`config.mk`:
```
export PLATFORM = sky130hd
export DESIGN_NAME = sdm_ctrl
export DESIGN_NICKNAME = d
export VERILOG_FILES = /design/src/design/sdm_pkg.sv /design/src/design/sdm_ctrl.sv
export VERILOG_INCLUDE_DIRS = /design/src /design/src/design
export SDC_FILE = /design/constraint.sdc
export NUM_CORES = 1
export LEC_CHECK = 0
export BUFFER_PORTS_ARGS = -buffer_cell sky130_fd_sc_hd__buf_2
export CAP_MARGIN = 20
export CORE_AREA = 2 2 94 96
export DETAILED_ROUTE_END_ITERATION = 10
export DIE_AREA = 0 0 96 98
export PLACE_DENSITY_LB_ADDON = 0.3
export SKIP_CTS_REPAIR_TIMING = 1
export SLEW_MARGIN = 5
export SYNTH_ARGS = -nofsm -noshare
export SYNTH_HDL_FRONTEND = slang
export SYNTH_SLANG_ARGS = --single-unit
export TNS_END_PERCENT = 5
```
`constraint.sdc`:
```
create_clock -name aclk -period 2.8 [get_ports aclk]
set_input_delay 0.28 -clock aclk [delete_from_list [all_inputs] [get_ports aclk]]
set_output_delay 0.28 -clock aclk [all_outputs]
set_load 0.02 [all_outputs]
```
`src/design/sdm_map.svh`:
```
// register map and field positions of the sdram mode-field block
// assumes a 32-bit axi4-lite slave with word-aligned registers
`ifndef SDM_MAP_SVH
`define SDM_MAP_SVH
// word index = byte address bits [3:2]
`define SDM_IDX_CTRL   2'h0
`define SDM_IDX_STAT   2'h1
// control field positions
`define SDM_COLW_LSB   16
`define SDM_SHIFT_BIT  12
`define SDM_RFEN_BIT   11
`define SDM_RTYPE_BIT  10
`define SDM_OBANK_BIT  8
// writable bits; all else reads zero
`define SDM_CTRL_WMASK 32'h0003_1d00
`define SDM_CTRL_RST   32'h0000_0000
// column width base and prohibited code
`define SDM_COLW_BASE  5'h08
`define SDM_COLW_BAD   2'h3
// axi responses
`define SDM_RESP_OKAY  2'h0
`define SDM_RESP_SLV   2'h2
`endif

```
`src/design/sdm_pkg.sv`:
```
// types shared by the sdram mode-field block
// assumes sdm_map.svh holds every number
package sdm_pkg;
  typedef enum logic [1:0] {ST_IDLE, ST_RW, ST_SELF} sdm_state_t;
  typedef enum logic [2:0] {
    CMD_NOP, CMD_ACT, CMD_RD, CMD_WR,
    CMD_PRE, CMD_REF, CMD_SELF_ENT, CMD_SELF_EXIT
  } sdm_cmd_t;
endpackage

```
`src/design/sdm_ctrl.sv`:
```
// sdram controller mode fields: control register,
// address split, refresh and access command sequencing
// assumes same-clock requester and refresh timer tick;
// pad ring applies the half-cycle launch/capture shift
`timescale 1ns/1ps
`default_nettype none
`include "sdm_map.svh"

// Overview of operation
// - column code picks 8, 9, 10 bits
// - reserved bits read zero, writes ignored
// - shift clear: launch and capture rising edge
// - shift set: launch and capture falling edge
// - no refresh at all unless enabled
// - self-refresh entered when selected, after any open row is precharged
// - auto-refresh paced by refresh timer ticks
// - open-bank bit chooses the access style
// - zero auto-precharge, one keeps row open
module sdm_ctrl #(
  parameter int ADDR_W = 24,
  parameter int ROW_W  = 13
) (
  input  wire logic              aclk,
  input  wire logic              aresetn,
  input  wire logic              ce,
  input  wire logic [3:0]        awaddr,
  input  wire logic              awvalid,
  output var  logic              awready_ff,
  input  wire logic [31:0]       wdata,
  input  wire logic [3:0]        wstrb,
  input  wire logic              wvalid,
  output var  logic              wready_ff,
  output var  logic [1:0]        bresp_ff,
  output var  logic              bvalid_ff,
  input  wire logic              bready,
  input  wire logic [3:0]        araddr,
  input  wire logic              arvalid,
  output var  logic              arready_ff,
  output var  logic [31:0]       rdata_ff,
  output var  logic [1:0]        rresp_ff,
  output var  logic              rvalid_ff,
  input  wire logic              rready,
  input  wire logic              acc_req,
  input  wire logic              acc_we,
  input  wire logic [ADDR_W-1:0] acc_addr,
  output var  logic              acc_ack_ff,
  input  wire logic              refresh_tick,
  output var  sdm_pkg::sdm_cmd_t sd_cmd_ff,
  output var  logic [1:0]        sd_bank_ff,
  output var  logic [ROW_W-1:0]  sd_row_ff,
  output var  logic [9:0]        sd_col_ff,
  output var  logic              sd_ap_ff,
  output var  logic              launch_fall_ff,
  output var  logic              capture_fall_ff
);

  // ==========================================
  // address split
  // returns {row, bank, col}; col is masked to its width
  function automatic logic [ROW_W+11:0] split(
    input logic [ADDR_W-1:0] a,
    input logic [1:0]        code);
    logic [4:0]        w;
    logic [ADDR_W-1:0] hi;
    logic [9:0]        col;
    w   = `SDM_COLW_BASE + {3'h0, code};
    hi  = a >> w;
    col = 10'(a) & 10'((11'h1 << w) - 11'h1);
    split = {ROW_W'(hi >> 2), hi[1:0], col};
  endfunction

  // ==========================================
  // register bus state
  logic [31:0] ctrl_ff,    nxt_ctrl;
  logic [1:0]  awidx_ff,   nxt_awidx;
  logic [31:0] wdat_ff,    nxt_wdat;
  logic [3:0]  wstb_ff,    nxt_wstb;
  logic        nxt_awready, nxt_wready, nxt_bvalid;
  logic        nxt_arready, nxt_rvalid;
  logic [1:0]  nxt_bresp,  nxt_rresp;
  logic [31:0] nxt_rdata,  stat, wmerge;
  integer      i;

  // ==========================================
  // sequencer state
  sdm_pkg::sdm_state_t st_ff, nxt_st;
  sdm_pkg::sdm_cmd_t   nxt_cmd;
  logic              open_ff,  nxt_open;
  logic [1:0]        obank_ff, nxt_obank;
  logic [ROW_W-1:0]  orow_ff,  nxt_orow;
  logic              pend_ff,  nxt_pend;
  logic [1:0]        nxt_bank;
  logic [ROW_W-1:0]  nxt_row;
  logic [9:0]        nxt_col;
  logic              nxt_ap, nxt_ack;
  logic [ROW_W+11:0] sp;
  logic              rfen, rtype, obsel;
  logic [1:0]        colw;

  assign rfen  = ctrl_ff[`SDM_RFEN_BIT];
  assign rtype = ctrl_ff[`SDM_RTYPE_BIT];
  assign obsel = ctrl_ff[`SDM_OBANK_BIT];
  assign colw  = ctrl_ff[`SDM_COLW_LSB+1:`SDM_COLW_LSB];
  assign sp    = split(acc_addr, colw);

  // status view of the sequencer
  assign stat = {26'h0, pend_ff, open_ff,
                 (st_ff == sdm_pkg::ST_SELF),
                 (colw == `SDM_COLW_BAD), obsel, rfen};

  // ==========================================
  // axi4-lite write and read channels
  // address and data are taken in either order; the
  // write lands once both are held, on the same edge that bvalid rises
  always_comb begin
    nxt_ctrl    = ctrl_ff;
    nxt_awidx   = awidx_ff;
    nxt_wdat    = wdat_ff;
    nxt_wstb    = wstb_ff;
    nxt_awready = awready_ff;
    nxt_wready  = wready_ff;
    nxt_bvalid  = bvalid_ff;
    nxt_bresp   = bresp_ff;
    nxt_arready = arready_ff;
    nxt_rvalid  = rvalid_ff;
    nxt_rdata   = rdata_ff;
    nxt_rresp   = rresp_ff;
    wmerge      = ctrl_ff;
    for (i = 0; i < 4; i++) begin
      if (wstb_ff[i]) begin
        wmerge[i*8 +: 8] = wdat_ff[i*8 +: 8];
      end
    end
    if (awvalid && awready_ff) begin
      nxt_awidx   = awaddr[3:2];
      nxt_awready = 1'b0;
    end
    if (wvalid && wready_ff) begin
      nxt_wdat   = wdata;
      nxt_wstb   = wstrb;
      nxt_wready = 1'b0;
    end
    if (!awready_ff && !wready_ff && !bvalid_ff) begin
      nxt_bvalid = 1'b1;
      if (awidx_ff == `SDM_IDX_CTRL) begin
        // reserved positions never stored
        nxt_ctrl  = wmerge & `SDM_CTRL_WMASK;
        nxt_bresp = `SDM_RESP_OKAY;
      end else begin
        // status is read-only; other words unmapped
        nxt_bresp = `SDM_RESP_SLV;
      end
    end
    if (bvalid_ff && bready) begin
      nxt_bvalid  = 1'b0;
      nxt_awready = 1'b1;
      nxt_wready  = 1'b1;
    end
    if (arvalid && arready_ff) begin
      nxt_arready = 1'b0;
      nxt_rvalid  = 1'b1;
      nxt_rresp   = `SDM_RESP_OKAY;
      unique case (araddr[3:2])
        `SDM_IDX_CTRL: nxt_rdata = ctrl_ff & `SDM_CTRL_WMASK;
        `SDM_IDX_STAT: nxt_rdata = stat;
        default: begin
          nxt_rdata = 32'h0;
          nxt_rresp = `SDM_RESP_SLV;
        end
      endcase
    end
    if (rvalid_ff && rready) begin
      nxt_rvalid  = 1'b0;
      nxt_arready = 1'b1;
    end
  end

  // ==========================================
  // command sequencer
  // refresh wins over accesses; no inter-command gaps are
  // timed here, the command timing fields own that
  always_comb begin
    nxt_st    = st_ff;
    nxt_cmd   = sdm_pkg::CMD_NOP;
    nxt_open  = open_ff;
    nxt_obank = obank_ff;
    nxt_orow  = orow_ff;
    nxt_bank  = sd_bank_ff;
    nxt_row   = sd_row_ff;
    nxt_col   = sd_col_ff;
    nxt_ap    = 1'b0;
    nxt_ack   = 1'b0;
    // tick sets, issue clears, set wins over a refresh issue; off and self-refresh drop all
    nxt_pend  = rfen && (refresh_tick || pend_ff);
    unique case (st_ff)
      sdm_pkg::ST_IDLE: begin
        if (rfen && (rtype || pend_ff) && open_ff) begin
          // close the row before any refresh
          nxt_cmd  = sdm_pkg::CMD_PRE;
          nxt_ap   = 1'b1;                        // all banks
          nxt_open = 1'b0;
        end else if (rfen && rtype) begin
          nxt_cmd  = sdm_pkg::CMD_SELF_ENT;
          nxt_st   = sdm_pkg::ST_SELF;
          nxt_pend = 1'b0;
        end else if (rfen && pend_ff) begin
          nxt_cmd  = sdm_pkg::CMD_REF;
          nxt_pend = refresh_tick;
        end else if (acc_req && !acc_ack_ff) begin
          nxt_bank = sp[11:10];
          nxt_row  = sp[ROW_W+11:12];
          nxt_col  = sp[9:0];
          if (open_ff && obank_ff == sp[11:10] &&
              orow_ff == sp[ROW_W+11:12]) begin
            // row hit in bank-active mode
            nxt_st = sdm_pkg::ST_RW;
          end else if (open_ff) begin
            nxt_cmd  = sdm_pkg::CMD_PRE;
            nxt_ap   = 1'b1;
            nxt_open = 1'b0;
          end else begin
            nxt_cmd = sdm_pkg::CMD_ACT;
            nxt_st  = sdm_pkg::ST_RW;
          end
        end
      end
      sdm_pkg::ST_RW: begin
        nxt_cmd = acc_we ? sdm_pkg::CMD_WR : sdm_pkg::CMD_RD;
        nxt_ap  = !obsel;
        nxt_ack = 1'b1;
        // bank-active leaves the row open for a later hit
        nxt_open  = obsel;
        nxt_obank = sd_bank_ff;
        nxt_orow  = sd_row_ff;
        nxt_st    = sdm_pkg::ST_IDLE;
      end
      sdm_pkg::ST_SELF: begin
        nxt_pend = 1'b0;
        if (!(rfen && rtype)) begin
          nxt_cmd = sdm_pkg::CMD_SELF_EXIT;
          nxt_st  = sdm_pkg::ST_IDLE;
        end
      end
      default: begin
        nxt_st = sdm_pkg::ST_IDLE;
      end
    endcase
  end

  // ==========================================
  // registers; ce low freezes every flop
  always_ff @(posedge aclk) begin
    if (!aresetn) begin
      ctrl_ff         <= `SDM_CTRL_RST;
      awidx_ff        <= 2'h0;
      wdat_ff         <= 32'h0;
      wstb_ff         <= 4'h0;
      awready_ff      <= 1'b1;
      wready_ff       <= 1'b1;
      bvalid_ff       <= 1'b0;
      bresp_ff        <= 2'h0;
      arready_ff      <= 1'b1;
      rvalid_ff       <= 1'b0;
      rdata_ff        <= 32'h0;
      rresp_ff        <= 2'h0;
      st_ff           <= sdm_pkg::ST_IDLE;
      sd_cmd_ff       <= sdm_pkg::CMD_NOP;
      open_ff         <= 1'b0;
      obank_ff        <= 2'h0;
      orow_ff         <= '0;
      pend_ff         <= 1'b0;
      sd_bank_ff      <= 2'h0;
      sd_row_ff       <= '0;
      sd_col_ff       <= 10'h0;
      sd_ap_ff        <= 1'b0;
      acc_ack_ff      <= 1'b0;
      launch_fall_ff  <= 1'b0;
      capture_fall_ff <= 1'b0;
    end else if (ce) begin
      ctrl_ff         <= nxt_ctrl;
      awidx_ff        <= nxt_awidx;
      wdat_ff         <= nxt_wdat;
      wstb_ff         <= nxt_wstb;
      awready_ff      <= nxt_awready;
      wready_ff       <= nxt_wready;
      bvalid_ff       <= nxt_bvalid;
      bresp_ff        <= nxt_bresp;
      arready_ff      <= nxt_arready;
      rvalid_ff       <= nxt_rvalid;
      rdata_ff        <= nxt_rdata;
      rresp_ff        <= nxt_rresp;
      st_ff           <= nxt_st;
      sd_cmd_ff       <= nxt_cmd;
      open_ff         <= nxt_open;
      obank_ff        <= nxt_obank;
      orow_ff         <= nxt_orow;
      pend_ff         <= nxt_pend;
      sd_bank_ff      <= nxt_bank;
      sd_row_ff       <= nxt_row;
      sd_col_ff       <= nxt_col;
      sd_ap_ff        <= nxt_ap;
      acc_ack_ff      <= nxt_ack;
      // pad ring retimes launch/capture by half a cycle
      launch_fall_ff  <= nxt_ctrl[`SDM_SHIFT_BIT];
      capture_fall_ff <= nxt_ctrl[`SDM_SHIFT_BIT];
    end
  end

endmodule
`default_nettype wire

```
# Yosys cells after proc, flatten, opt, wreduce, memory -nomap -nowiden
# Cells that the tools add are included.
# word_totals
reg_bits	119
elab_cells	141
# op_classes
mux	48
n_eq_ne	15
bitwise	4
add_sub_neg	2
n_reduce_logical	45
shift	2
# ops
op	count
18-bit case mux with 2 select lines	1
1-bit 2-to-1 mux	26
24-bit by 5-bit >> shifter with 15-bit output	1
3-bit 2-to-1 mux	7
2-bit 2-to-1 mux	9
3-bit inequality test, second input constant	6
2-bit AND reduction	9
6-bit AND reduction	3
1-bit logical AND	15
13-bit equality test	1
10-bit AND	1
2-bit nonzero test	5
1-bit by 5-bit << shifter with 10-bit output, first input constant	1
10-bit by 1-bit subtractor with 10-bit output, second input constant	1
3-bit case mux with 3 select lines	1
4-bit AND reduction	2
2-bit logical NOT	3
1-bit case mux with 2 select lines	3
4-bit by 2-bit adder with 5-bit output, first input constant	1
1-bit logical NOT	5
2-bit by 1-bit equality test with 1-bit output, second input constant	2
2-bit equality test, second input constant	2
2-bit inequality test, second input constant	2
4-bit inequality test, second input constant	1
5 further kinds	8

# Longest topological paths before layout
# Gate-level depths: netlist (run 1).
# logic_depth
ltp_word	11
depth_mapped	8
mapped_depth_nobuf	6

# Worst setup path before layout (run 1)
# No wires, ideal clock.
# synth_timing
path_kind	register to register
startpoint	reg ctrl_ff[16]
endpoint	reg sd_ap_ff
path_stages_with_launch	8
setup_time_ns	0.116
arrival_ns	1.917
setup_slack_ns	0.768
t_required_ns	2.684
cell_sequence	dfxtp_1 -> buf_6 -> mux4_2 -> xnor2_1 -> nand4_1 -> a211oi_1 -> a21boi_1 -> a31o_1
# synth_between
elab_chain_len	11
elab_cells_between_ends	12
# synth_rtl
element	line	source
start: declaration	sdm_ctrl.sv:74	logic [31:0] ctrl_ff, nxt_ctrl;
start signal: assignment	sdm_ctrl.sv:254	ctrl_ff <= `SDM_CTRL_RST;
start signal: assignment	sdm_ctrl.sv:280	ctrl_ff <= nxt_ctrl;
4-bit by 2-bit adder with 5-bit output (no line) (*)	n/a	
24-bit by 5-bit >> shifter with 15-bit output (*)	sdm_ctrl.sv:67	hi = a >> w;
branches (longest 2 deep; another with 13-bit equality test)	n/a	
1-bit logical AND (*)	sdm_ctrl.sv:213	if (open_ff && obank_ff == sp[11:10] &&
1-bit 2-to-1 mux (*)	sdm_ctrl.sv:213	
1-bit 2-to-1 mux (*)	sdm_ctrl.sv:209	end else if (acc_req && !acc_ack_ff) begin
1-bit 2-to-1 mux (*)	sdm_ctrl.sv:206	end else if (rfen && pend_ff) begin
1-bit 2-to-1 mux (*)	sdm_ctrl.sv:202	end else if (rfen && rtype) begin
1-bit 2-to-1 mux (*)	sdm_ctrl.sv:197	if (rfen && (rtype || pend_ff) && open_ff) begin
1-bit case mux with 2 select lines (*)	sdm_ctrl.sv:195	unique case (st_ff)
end signal: assignment	sdm_ctrl.sv:301	sd_ap_ff <= nxt_ap;
end: declaration	sdm_ctrl.sv:52	output var logic sd_ap_ff,
# Every way passes the cells marked *.
# A chain may end at the register's enable or synchronous reset.

# Worst setup path after layout (run 1)
# layout_timing
startpoint	reg ctrl_ff[17]
endpoint	reg sd_cmd_ff[2]
# layout_between
elab_chain_len	11
elab_cells_between_ends	12
# layout_rtl
element	line	source
4-bit by 2-bit adder with 5-bit output (no line) (*)	n/a	
24-bit by 5-bit >> shifter with 15-bit output (*)	sdm_ctrl.sv:67	
branches (longest 2 deep; another with 13-bit equality test)	n/a	
1-bit logical AND (*)	sdm_ctrl.sv:213	
3-bit 2-to-1 mux (*)	sdm_ctrl.sv:213	
3-bit 2-to-1 mux (*)	sdm_ctrl.sv:209	
3-bit 2-to-1 mux (*)	sdm_ctrl.sv:206	
3-bit 2-to-1 mux (*)	sdm_ctrl.sv:202	
3-bit 2-to-1 mux (*)	sdm_ctrl.sv:197	
3-bit case mux with 3 select lines (*)	sdm_ctrl.sv:195	
end signal: assignment	sdm_ctrl.sv:267	sd_cmd_ff <= sdm_pkg::CMD_NOP;
end signal: assignment	sdm_ctrl.sv:293	sd_cmd_ff <= nxt_cmd;
end: declaration	sdm_ctrl.sv:48	output var sdm_pkg::sdm_cmd_t sd_cmd_ff,
# Marked as above.

==> impl_metrics.env, run 1 <==
export IMPL_ctsLongestPathBuffers=2
export IMPL_antenna_found_initial=0
export IMPL_critical_path_class="register to register"
export IMPL_pwr_share_seq_pct=52.5
export IMPL_grt_pass1_wl_um=14600
export IMPL_timing_fmax_ghz=0.402
export IMPL_synth_yosys_warnings=0
export IMPL_sw_frac_of_total_pct=25.7
export IMPL_cts_tree="built"
export IMPL_crit_fanout=12
export IMPL_hold_slack_ns=0.160
export IMPL_via_count=3403
export IMPL_synth_fa_ha_area_share_pct=0
export IMPL_cp_start_kind="register"
export IMPL_crit_path_max_incr_delay_ns=0.65
export IMPL_p_comb_share_pct=12.6
export IMPL_h_tree_depth=3
export IMPL_leakage_nw=2.00
export IMPL_fin_crit_sh_pct=88.8
export IMPL_antenna_cells=0
export IMPL_die_h_um=98
export IMPL_gp_routability_congestion=0.803
export IMPL_rsz0062_at_grt="false"
export IMPL_dieWidth_um=96
export IMPL_clk_pin_slew_ns=0.09
export IMPL_instances_no_fill=670
export IMPL_placedCellCount=655
export IMPL_fin_setup_tns_ns=0
export IMPL_syn_inst=475
export IMPL_syn_area_mm2=0.00410
export IMPL_yosys_mux_area_fraction_pct=10.5
export IMPL_hp_class="primary input to register"
export IMPL_drtAntennaViolNets=0
export IMPL_synth_top_area_cell="dfxtp_1"
export IMPL_cts_made_buffers=9
export IMPL_row_count=34
export IMPL_drive_above_1_share_pct=22.4
export IMPL_die_area_mm2=0.00941
export IMPL_placed_cell_area_mm2=0.00456
export IMPL_synth_area_top_cells="dfxtp_1, a21boi_1, nand2_1, mux2i_1, buf_4"
export IMPL_drv_cap=0
export IMPL_cts_sinks=84
export IMPL_clkLatencyLatePin_ns=0.35
export IMPL_synth_top_area_share_pct=41.0
export IMPL_synth_top_family_by_area="simple AND/OR/NAND/NOR gates"
export IMPL_post_route_drc_count=0
export IMPL_layout_setup_ws_ns=0.313
export IMPL_track_usage_pct=19.4
export IMPL_power_switching_uw=615
export IMPL_start_util_pct=48.4
export IMPL_grt_remaining_overflow=0
export IMPL_synth_seq_cells=84
export IMPL_finalHoldViolations=0
export IMPL_ioPinCount=152
export IMPL_pwr_share_clk_pct=34.8
export IMPL_p_int_mw=1.78
export IMPL_synthXorXnorAreaFrac_pct=3.42
export IMPL_avgSynthCellArea_um2=8.63
export IMPL_postLayoutCoreUtil_pct=56.1
export IMPL_io_buffers=97
export IMPL_coreArea_mm2=0.00847
export IMPL_status="completed"
export IMPL_crit_arrival_ns=2.73
export IMPL_area_delta_synth_final_pct=15.8
export IMPL_end_kind="register"
export IMPL_vdd_drop_max_v=0.000280
export IMPL_yosysSeqAreaShare_pct=41.0
export IMPL_power_mw=2.39
export IMPL_detail_route_vias_per_cell=5.08
export IMPL_setup_violations=0
export IMPL_avgRoutedWirePerCell_um=13.3
export IMPL_slew_headroom_pct=59.7
export IMPL_first_pass_iters=4
export IMPL_crit_slowest_cell="dfxtp_1"
export IMPL_synth_distinct_cells=40
export IMPL_wl_um=8900
export IMPL_final_design_area_no_fill_mm2=0.00475
export IMPL_dp_hpwl_um=6560
export IMPL_place_ws_ns=0.308
export IMPL_grt_max_degree=54
export IMPL_min_period_ns=2.49
export IMPL_cts_root_buf="clkbuf_8"
export IMPL_synth_compound_area_share_pct=16.0
export IMPL_final_nets=637
export IMPL_fin_skew_ns=0.0116
export IMPL_worstPathCellList="buf_4 -> buf_4 -> mux2i_1 -> xnor2_1 -> nand4_1 -> nor4_1 -> a21boi_1 -> a31o_1"
export IMPL_required_ns=3.04
export IMPL_grt_pass1_vias=3169
export IMPL_cpMostUsedCell="buf_4"
export IMPL_worstMarginPinSlew_ns=0.604
export IMPL_power_density_mw_per_mm2=504
export IMPL_drv_slew=0
export IMPL_drt_iter0_drc=134
export IMPL_yosys_area_share_simple_pct=21.3
-- sequential cells by signal (all words and copies together), names as in the netlist, 2 cells and up --
| register | count |
|---|---|
| sd_cmd_ff | 3 |
| st_ff | 2 |
| obank_ff | 2 |
| ctrl_ff | 6 |
| sd_bank_ff | 2 |
| rdata_ff | 12 |
| sd_row_ff | 13 |
| sd_col_ff | 10 |
| wstb_ff | 2 |
| orow_ff | 13 |
| awidx_ff | 2 |
| wdat_ff | 6 |
-- critical path: cells and delay by family (launching register included) --
| family | cells | cell delay (ns) |
|---|---|---|
| flops | 1 | 0.65 |
| simple gates | 2 | 0.54 |
| compound gates | 2 | 0.43 |
| buf+inv | 2 | 0.41 |
| mux | 1 | 0.22 |
| xor+xnor | 1 | 0.13 |
-- path summary, 6_finish.rpt --
path                  end  cells past startpoint        start  slack (ns)
max          sd_cmd_ff[2]                      8  ctrl_ff[17]        0.31
min          sd_col_ff[7]                      3  acc_addr[7]        0.16
max reg2reg  sd_cmd_ff[2]                      8  ctrl_ff[17]        0.31
min reg2reg   rdata_ff[0]                      2  rdata_ff[0]        0.45
-- cells in the final DEF (no fill, tap or decap), types with 5 or more instances in the layout --
cell / synthesis / routed
nand3_1: 25 / 25
nand2_1: 106 / 106
nor2b_1: 19 / 19
a21boi_1: 55 / 55
mux2i_1: 24 / 24
xnor2_1: 12 / 12
dfxtp_1: 84 / 84
o21ai_0: 8 / 8
conb_1: 1 / 22
clkbuf_8: 0 / 10
nand4_1: 6 / 6
a21oi_1: 12 / 12
o21ai_1: 6 / 6
buf_2: 1 / 97
nor2_1: 9 / 9
mux4_2: 7 / 7
buf_4: 23 / 6
nand2b_1: 5 / 5
-- power by group through the flow --
stage | sequential [mW] | combinational [mW] | clock (mW)
2_1_floorplan | 1.31 | 0.203 | 0
6_report | 1.26 | 0.303 | 0.834
3_3_place_gp | 1.28 | 0.300 | 0
4_1_cts | 1.26 | 0.305 | 0.855
5_1_grt | 1.26 | 0.337 | 0.901
3_5_place_dp | 1.29 | 0.304 | 0
-- cells by family after synthesis --
family                 after synthesis
other                                1
flip-flops                          84
buffers and inverters               56
AND/OR/NAND/NOR                    189
multiplexers                        34
XOR/XNOR                            16
AO/OA/AOI/OAI                       95
-- layer usage --
metal | global-route usage [%] | part of all wire (%)
met5 | 0 | 0
met4 | 7.03 | 1.5
met3 | 4.86 | 6.9
met2 | 31.7 | 47
met1 | 24.4 | 45
-- synthesized netlist by cell type, drive strengths merged --
| cell type | instances |
|---|---|
| nand2 | 106 |
| dfxtp | 84 |
| a21boi | 56 |
| buf | 27 |
| clkbuf | 26 |
| nand3 | 25 |
| mux2i | 24 |
| nor2b | 19 |
| o21ai | 14 |
| a21oi | 12 |
| xnor2 | 12 |
| nor2 | 9 |
| mux4 | 7 |
| nand4 | 6 |
| nand2b | 5 |
| nand3b | 4 |
| xor2 | 4 |
| a21o | 3 |
| and2 | 3 |
| inv | 3 |
| mux2 | 3 |
| nor3 | 3 |
| o211ai | 3 |
| or3 | 3 |
| a211oi | 2 |
| a31o | 2 |
| and3 | 2 |
| nor3b | 2 |
| o211a | 2 |
| conb | 1 |
| nor4 | 1 |
| nor4b | 1 |
| o31ai | 1 |
-- final cells by class --
type                    count  area, um^2
clock buffers              13         149
clock inverters             2        35.0
fillers                   810        3720
inverters                   3        11.3
multi-input cells         356        2180
flip-flops and latches     84        1680
well taps                 108         135
repair buffers            104         551
(Power assumes the default switching activity.)
==> run 2, diff against run 1 <==
- CELL_PAD_IN_SITES_DETAIL_PLACEMENT: default -> 1
- CELL_PAD_IN_SITES_GLOBAL_PLACEMENT: default -> 1
- CORE_AREA: 2 2 94 96 -> 2 2 110 112
- DIE_AREA: 0 0 96 98 -> 0 0 112 114
- GPL_TIMING_DRIVEN: default -> 0
- REMOVE_ABC_BUFFERS: default -> 1
==> impl_metrics.env, run 2 (synthesized netlist as in run 1, its figures left out) <==
export IMPL_drtAntennaViolNets=0
export IMPL_crit_arrival_ns=2.84
export IMPL_power_density_mw_per_mm2=584
export IMPL_start_util_pct=35.0
export IMPL_dieWidth_um=112
export IMPL_grt_max_degree=49
export IMPL_grt_pass1_vias=3596
export IMPL_drive_above_1_share_pct=23.5
export IMPL_area_delta_synth_final_pct=21.7
export IMPL_drv_slew=0
export IMPL_cts_tree="built"
export IMPL_hold_depth=3
export IMPL_finalHoldViolations=0
export IMPL_detail_route_vias_per_cell=5.01
export IMPL_crit_fanout=13
export IMPL_setup_violations=0
export IMPL_crit_reg2reg_launch="ctrl_ff[16]"
export IMPL_required_ns=3.03
export IMPL_hp_class="primary input to register"
export IMPL_ioPinCount=152
export IMPL_worst_r2r_path_depth=7
export IMPL_wl_um=11000
export IMPL_cts_sinks=84
export IMPL_gp_routability_congestion=0.764
export IMPL_final_nets=635
export IMPL_instances_no_fill=708
export IMPL_placedCellCount=691
export IMPL_timing_fmax_ghz=0.383
export IMPL_drt_iter0_drc=124
export IMPL_antenna_cells=0
export IMPL_die_h_um=114
export IMPL_vdd_drop_max_v=0.000447
export IMPL_cp_start_kind="register"
export IMPL_reg2reg_slack_ns=0.19
export IMPL_rr_endpoint="sd_cmd_ff[2]"
export IMPL_slew_headroom_pct=48.8
export IMPL_hp_start="acc_addr[5]"
export IMPL_dp_hpwl_um=7830
export IMPL_rsz0062_at_grt="false"
export IMPL_final_common_cell="nand2_1"
export IMPL_end_kind="register"
export IMPL_hold_end="sd_col_ff[5]"
export IMPL_via_count=3547
export IMPL_clkLatencyLatePin_ns=0.34
export IMPL_h_tree_depth=3
export IMPL_ctsLongestPathBuffers=2
export IMPL_fin_skew_ns=0.00432
export IMPL_grt_pass1_wl_um=17900
export IMPL_final_cell_mix="nand2_1, buf_2, dfxtp_1, a21boi_1, nand3_1"
export IMPL_fin_crit_sh_pct=93.3
export IMPL_avgRoutedWirePerCell_um=15.5
export IMPL_antenna_found_initial=0
export IMPL_cts_root_buf="clkbuf_16"
export IMPL_post_route_drc_count=0
export IMPL_power_mw=2.92
export IMPL_track_usage_pct=17.6
export IMPL_io_buffers=97
export IMPL_row_count=40
export IMPL_biggestRegsByFlops="orow_ff x13, sd_row_ff x13, rdata_ff x12"
export IMPL_grt_remaining_overflow=0
export IMPL_die_area_mm2=0.0128
export IMPL_postLayoutCoreUtil_pct=42.6
export IMPL_worstMarginPinSlew_ns=0.767
export IMPL_leakage_nw=2.08
export IMPL_min_period_ns=2.61
export IMPL_clk_pin_slew_ns=0.06
export IMPL_critical_path_class="register to register"
export IMPL_status="completed"
export IMPL_drv_cap=0
export IMPL_first_pass_iters=4
export IMPL_cts_made_buffers=9
export IMPL_coreArea_mm2=0.0117
run 2: cell count changes in the layout (fill, tap and decap cells not counted), moves of 2 or more:
cell	delta
buf_8	+2
dfxtp_1	-2
buf_4	-6
dfxtp_2	+2
clkbuf_1	-3
clkbuf_8	-7
clkbuf_16	+9
buf_16	+2
run 2: final cells by class:
cell class | instances | area (um^2)
Clock buffer | 12 | 267
Clock inverter | 4 | 70.1
Fill cell | 1403 | 6720
Inverter | 3 | 11.3
Multi-Input combinational cell | 356 | 2190
Sequential cell | 84 | 1680
Tap cell | 147 | 184
Timing Repair Buffer | 102 | 582
run 2: layer usage:
layer  GRT usage, %  up-vias  wire length [um]
met5              0        -                 0
met4           3.90        0                89
met3           6.00        5               691
met2           31.4       90              5390
met1           20.7     1722              4800
li1               -     1730                 -
run 2: worst max path at each step:
stage                startpoint      endpoint  slack [ns]  depth (start not counted)
floorplan           ctrl_ff[16]  sd_cmd_ff[2]        0.31                          6
global placement    ctrl_ff[16]  sd_cmd_ff[2]       -0.25                          6
detailed placement  ctrl_ff[16]  sd_cmd_ff[2]       -0.34                          6
CTS                 ctrl_ff[16]  sd_cmd_ff[2]       -0.36                          6
global route        ctrl_ff[16]       open_ff        0.05                          7
finish              ctrl_ff[16]  sd_cmd_ff[2]        0.19                          7
run 2: metrics by stage:
stage	setup slack (ns)	instance area (um^2)	hold WS [ns]	setup TNS, ns
3_3_place_gp	-0.252	4550	0.437	-1.60
6_report	0.187	4990	0.176	0
3_5_place_dp	-0.344	4630	0.447	-1.25
4_1_cts	-0.365	4970	0.162	-1.33
2_1_floorplan	0.312	3880	0.352	0
5_1_grt	0.0472	4990	0.168	0
run 2: report_power, final:
part / internal, mW / switching, mW / leakage, nW
clock network: 0.851 / 0.479 / 0.169
logic: 0.126 / 0.199 / 1.23
registers: 1.23 / 0.0280 / 0.683
run 2: critical path, stage by stage, from the launching register on:
cell and delay (ns):
dfxtp_2 0.51, buf_6 0.24, mux4_2 0.55, xnor2_1 0.18, nand4_1 0.20, nor4_2 0.42, a21boi_1 0.18, a31o_1 0.22
==> run 3, diff against run 2 <==
- ABC_AREA: default -> 1
- CORE_AREA: 2 2 110 112 -> 2 2 112 114
- DIE_AREA: 0 0 112 114 -> 0 0 114 116
==> impl_metrics.env, run 3 <==
export IMPL_status="completed"
export IMPL_final_nets=737
export IMPL_final_common_cell="nand2_1"
export IMPL_coreArea_mm2=0.0119
export IMPL_setup_violations=0
export IMPL_wl_um=12000
export IMPL_fin_crit_sh_pct=85.5
export IMPL_synthTopCellsByCount="nand2_1, dfxtp_1, nor2_1"
export IMPL_synth_area_top_cells="dfxtp_1, nand2_1, a21oi_1, nand3_1, o21ai_0"
export IMPL_synth_top_area_share_pct=41.7
export IMPL_drv_slew=0
export IMPL_grt_pass1_wl_um=19400
export IMPL_drive_above_1_share_pct=21.0
export IMPL_slew_headroom_pct=38.7
export IMPL_ctsLongestPathBuffers=2
export IMPL_io_buffers=97
export IMPL_synth_top_flop_cell="dfxtp_1"
export IMPL_hp_class="primary input to register"
export IMPL_start_util_pct=33.9
export IMPL_met3_usage_pct=2.35
export IMPL_grtUsageMet2_pct=32.4
export IMPL_post_route_drc_count=0
export IMPL_avgSynthCellArea_um2=7.01
export IMPL_first_pass_iters=4
export IMPL_gp_routability_congestion=0.754
export IMPL_final_cell_mix="nand2_1, buf_2, dfxtp_1, nor2_1"
export IMPL_avgRoutedWirePerCell_um=14.8
export IMPL_grt_max_degree=51
export IMPL_instances_no_fill=810
export IMPL_area_delta_synth_final_pct=19.1
export IMPL_met1_usage_pct=23.5
export IMPL_drt_iter0_drc=105
export IMPL_synth_top_area_cell="dfxtp_1"
export IMPL_ioPinCount=152
export IMPL_critical_path_class="register to register"
export IMPL_fin_skew_ns=0.00620
export IMPL_leakage_nw=2.25
export IMPL_grt_busiest_layer="met2"
export IMPL_synth_distinct_cells=27
export IMPL_syn_inst=576
export IMPL_async_flop_share_pct=0
export IMPL_power_density_mw_per_mm2=609
export IMPL_vdd_drop_max_v=0.000228
export IMPL_fill_cells=1562
export IMPL_row_count=40
export IMPL_antenna_found_initial=0
export IMPL_grt_remaining_overflow=0
export IMPL_synth_yosys_warnings=0
export IMPL_grt_pass1_vias=3974
export IMPL_cts_sinks=84
export IMPL_die_h_um=116
export IMPL_biggestRegsByFlops="orow_ff x13, sd_row_ff x13, rdata_ff x12"
export IMPL_hold_slack_ns=0.208
export IMPL_synth_edf_count=0
export IMPL_die_area_mm2=0.0132
export IMPL_dp_hpwl_um=8710
export IMPL_track_usage_pct=18.5
export IMPL_end_kind="register"
export IMPL_detail_route_vias_per_cell=4.96
export IMPL_rsz0062_at_grt="false"
export IMPL_clkLatencyLatePin_ns=0.34
export IMPL_dieWidth_um=114
export IMPL_h_tree_depth=3
export IMPL_worstMarginPinSlew_ns=0.919
export IMPL_syn_area_mm2=0.00404
export IMPL_cts_tree="built"
export IMPL_cts_made_buffers=9
export IMPL_cts_root_buf="clkbuf_16"
export IMPL_timing_fmax_ghz=0.418
export IMPL_required_ns=3.07
export IMPL_min_period_ns=2.39
export IMPL_synth_seq_cells=84
export IMPL_synthMostInstantiatedCell="nand2_1"
export IMPL_drtAntennaViolNets=0
export IMPL_crit_arrival_ns=2.67
export IMPL_placedCellCount=793
export IMPL_drv_cap=0
export IMPL_power_mw=2.93
export IMPL_crit_fanout=19
export IMPL_via_count=4015
export IMPL_antenna_cells=0
export IMPL_finalHoldViolations=0
export IMPL_cp_start_kind="register"
export IMPL_yosysSeqAreaShare_pct=41.7
export IMPL_clk_pin_slew_ns=0.07
[run 3: kinds of logic after synthesis]
family,after synthesis,synth area share [%]
AND/OR/NAND/NOR,274,29.4
other,1,0.0929
AO/OA/AOI/OAI,122,16.4
flip-flops,84,41.7
buffers and inverters,95,12.4
[run 3: report_power, final]
group | switching, mW | internal, mW | leakage [nW] | total [mW]
combinational | 0.330 | 0.159 | 1.42 | 0.489
sequential | 0.0500 | 1.27 | 0.686 | 1.32
clock | 0.509 | 0.606 | 0.140 | 1.12
total | 0.889 | 2.04 | 2.25 | 2.93
[run 3: per-layer routing]
layer / vias to the layer above / routed length (um)
met1: 1920 / 5450
li1: 2018 / -
met5: - / 0
met2: 64 / 6070
met4: 0 / 179
met3: 13 / 288
[run 3: cell type report]
cell class	instances	area, um^2	area share, %
clock inverter	7	50.0	1.04
clock buffer	9	225	4.69
tap	147	184	3.83
inverter	45	178	3.70
sequential	84	1680	35.0
timing repair buffer	100	556	11.6
multi-input combinational	418	1930	40.2
[run 3: worst max-delay path, stage by stage (launching register included)]
cell     delay, ns
dfxtp_1       0.92
inv_6         0.19
nand2_1       0.18
nand2_1       0.06
nand2_1       0.05
nand2_1       0.04
nor2_1        0.18
nand2_1       0.09
nor2_2        0.12
nand2_2       0.10
nand2_1       0.08
nand2_1       0.06
nand3_1       0.08
nand2_1       0.05
nor2_1        0.11
[run 3: worst paths after layout]
check	start	endpoint	slack, ns	depth (start not counted)
hold reg to reg	wdat_ff[10]	ctrl_ff[10]	0.46	2
setup / recovery	ctrl_ff[17]	open_ff	0.41	14
setup reg to reg	ctrl_ff[17]	open_ff	0.41	14
hold / removal	acc_addr[4]	sd_col_ff[4]	0.21	3
[run 3: per-stage QoR]
stage / util, % / setup WS [ns] / cell area (um^2) / TNS [ns]
floorplan: - / 0.830 / 3790 / 0
global placement: 37.4 / -0.0376 / 4460 / -0.335
detailed placement: 37.8 / 0.0883 / 4500 / 0
CTS: 40.1 / 0.0731 / 4770 / 0
global route: 40.4 / 0.0856 / 4810 / 0
finish: 40.4 / 0.406 / 4810 / 0
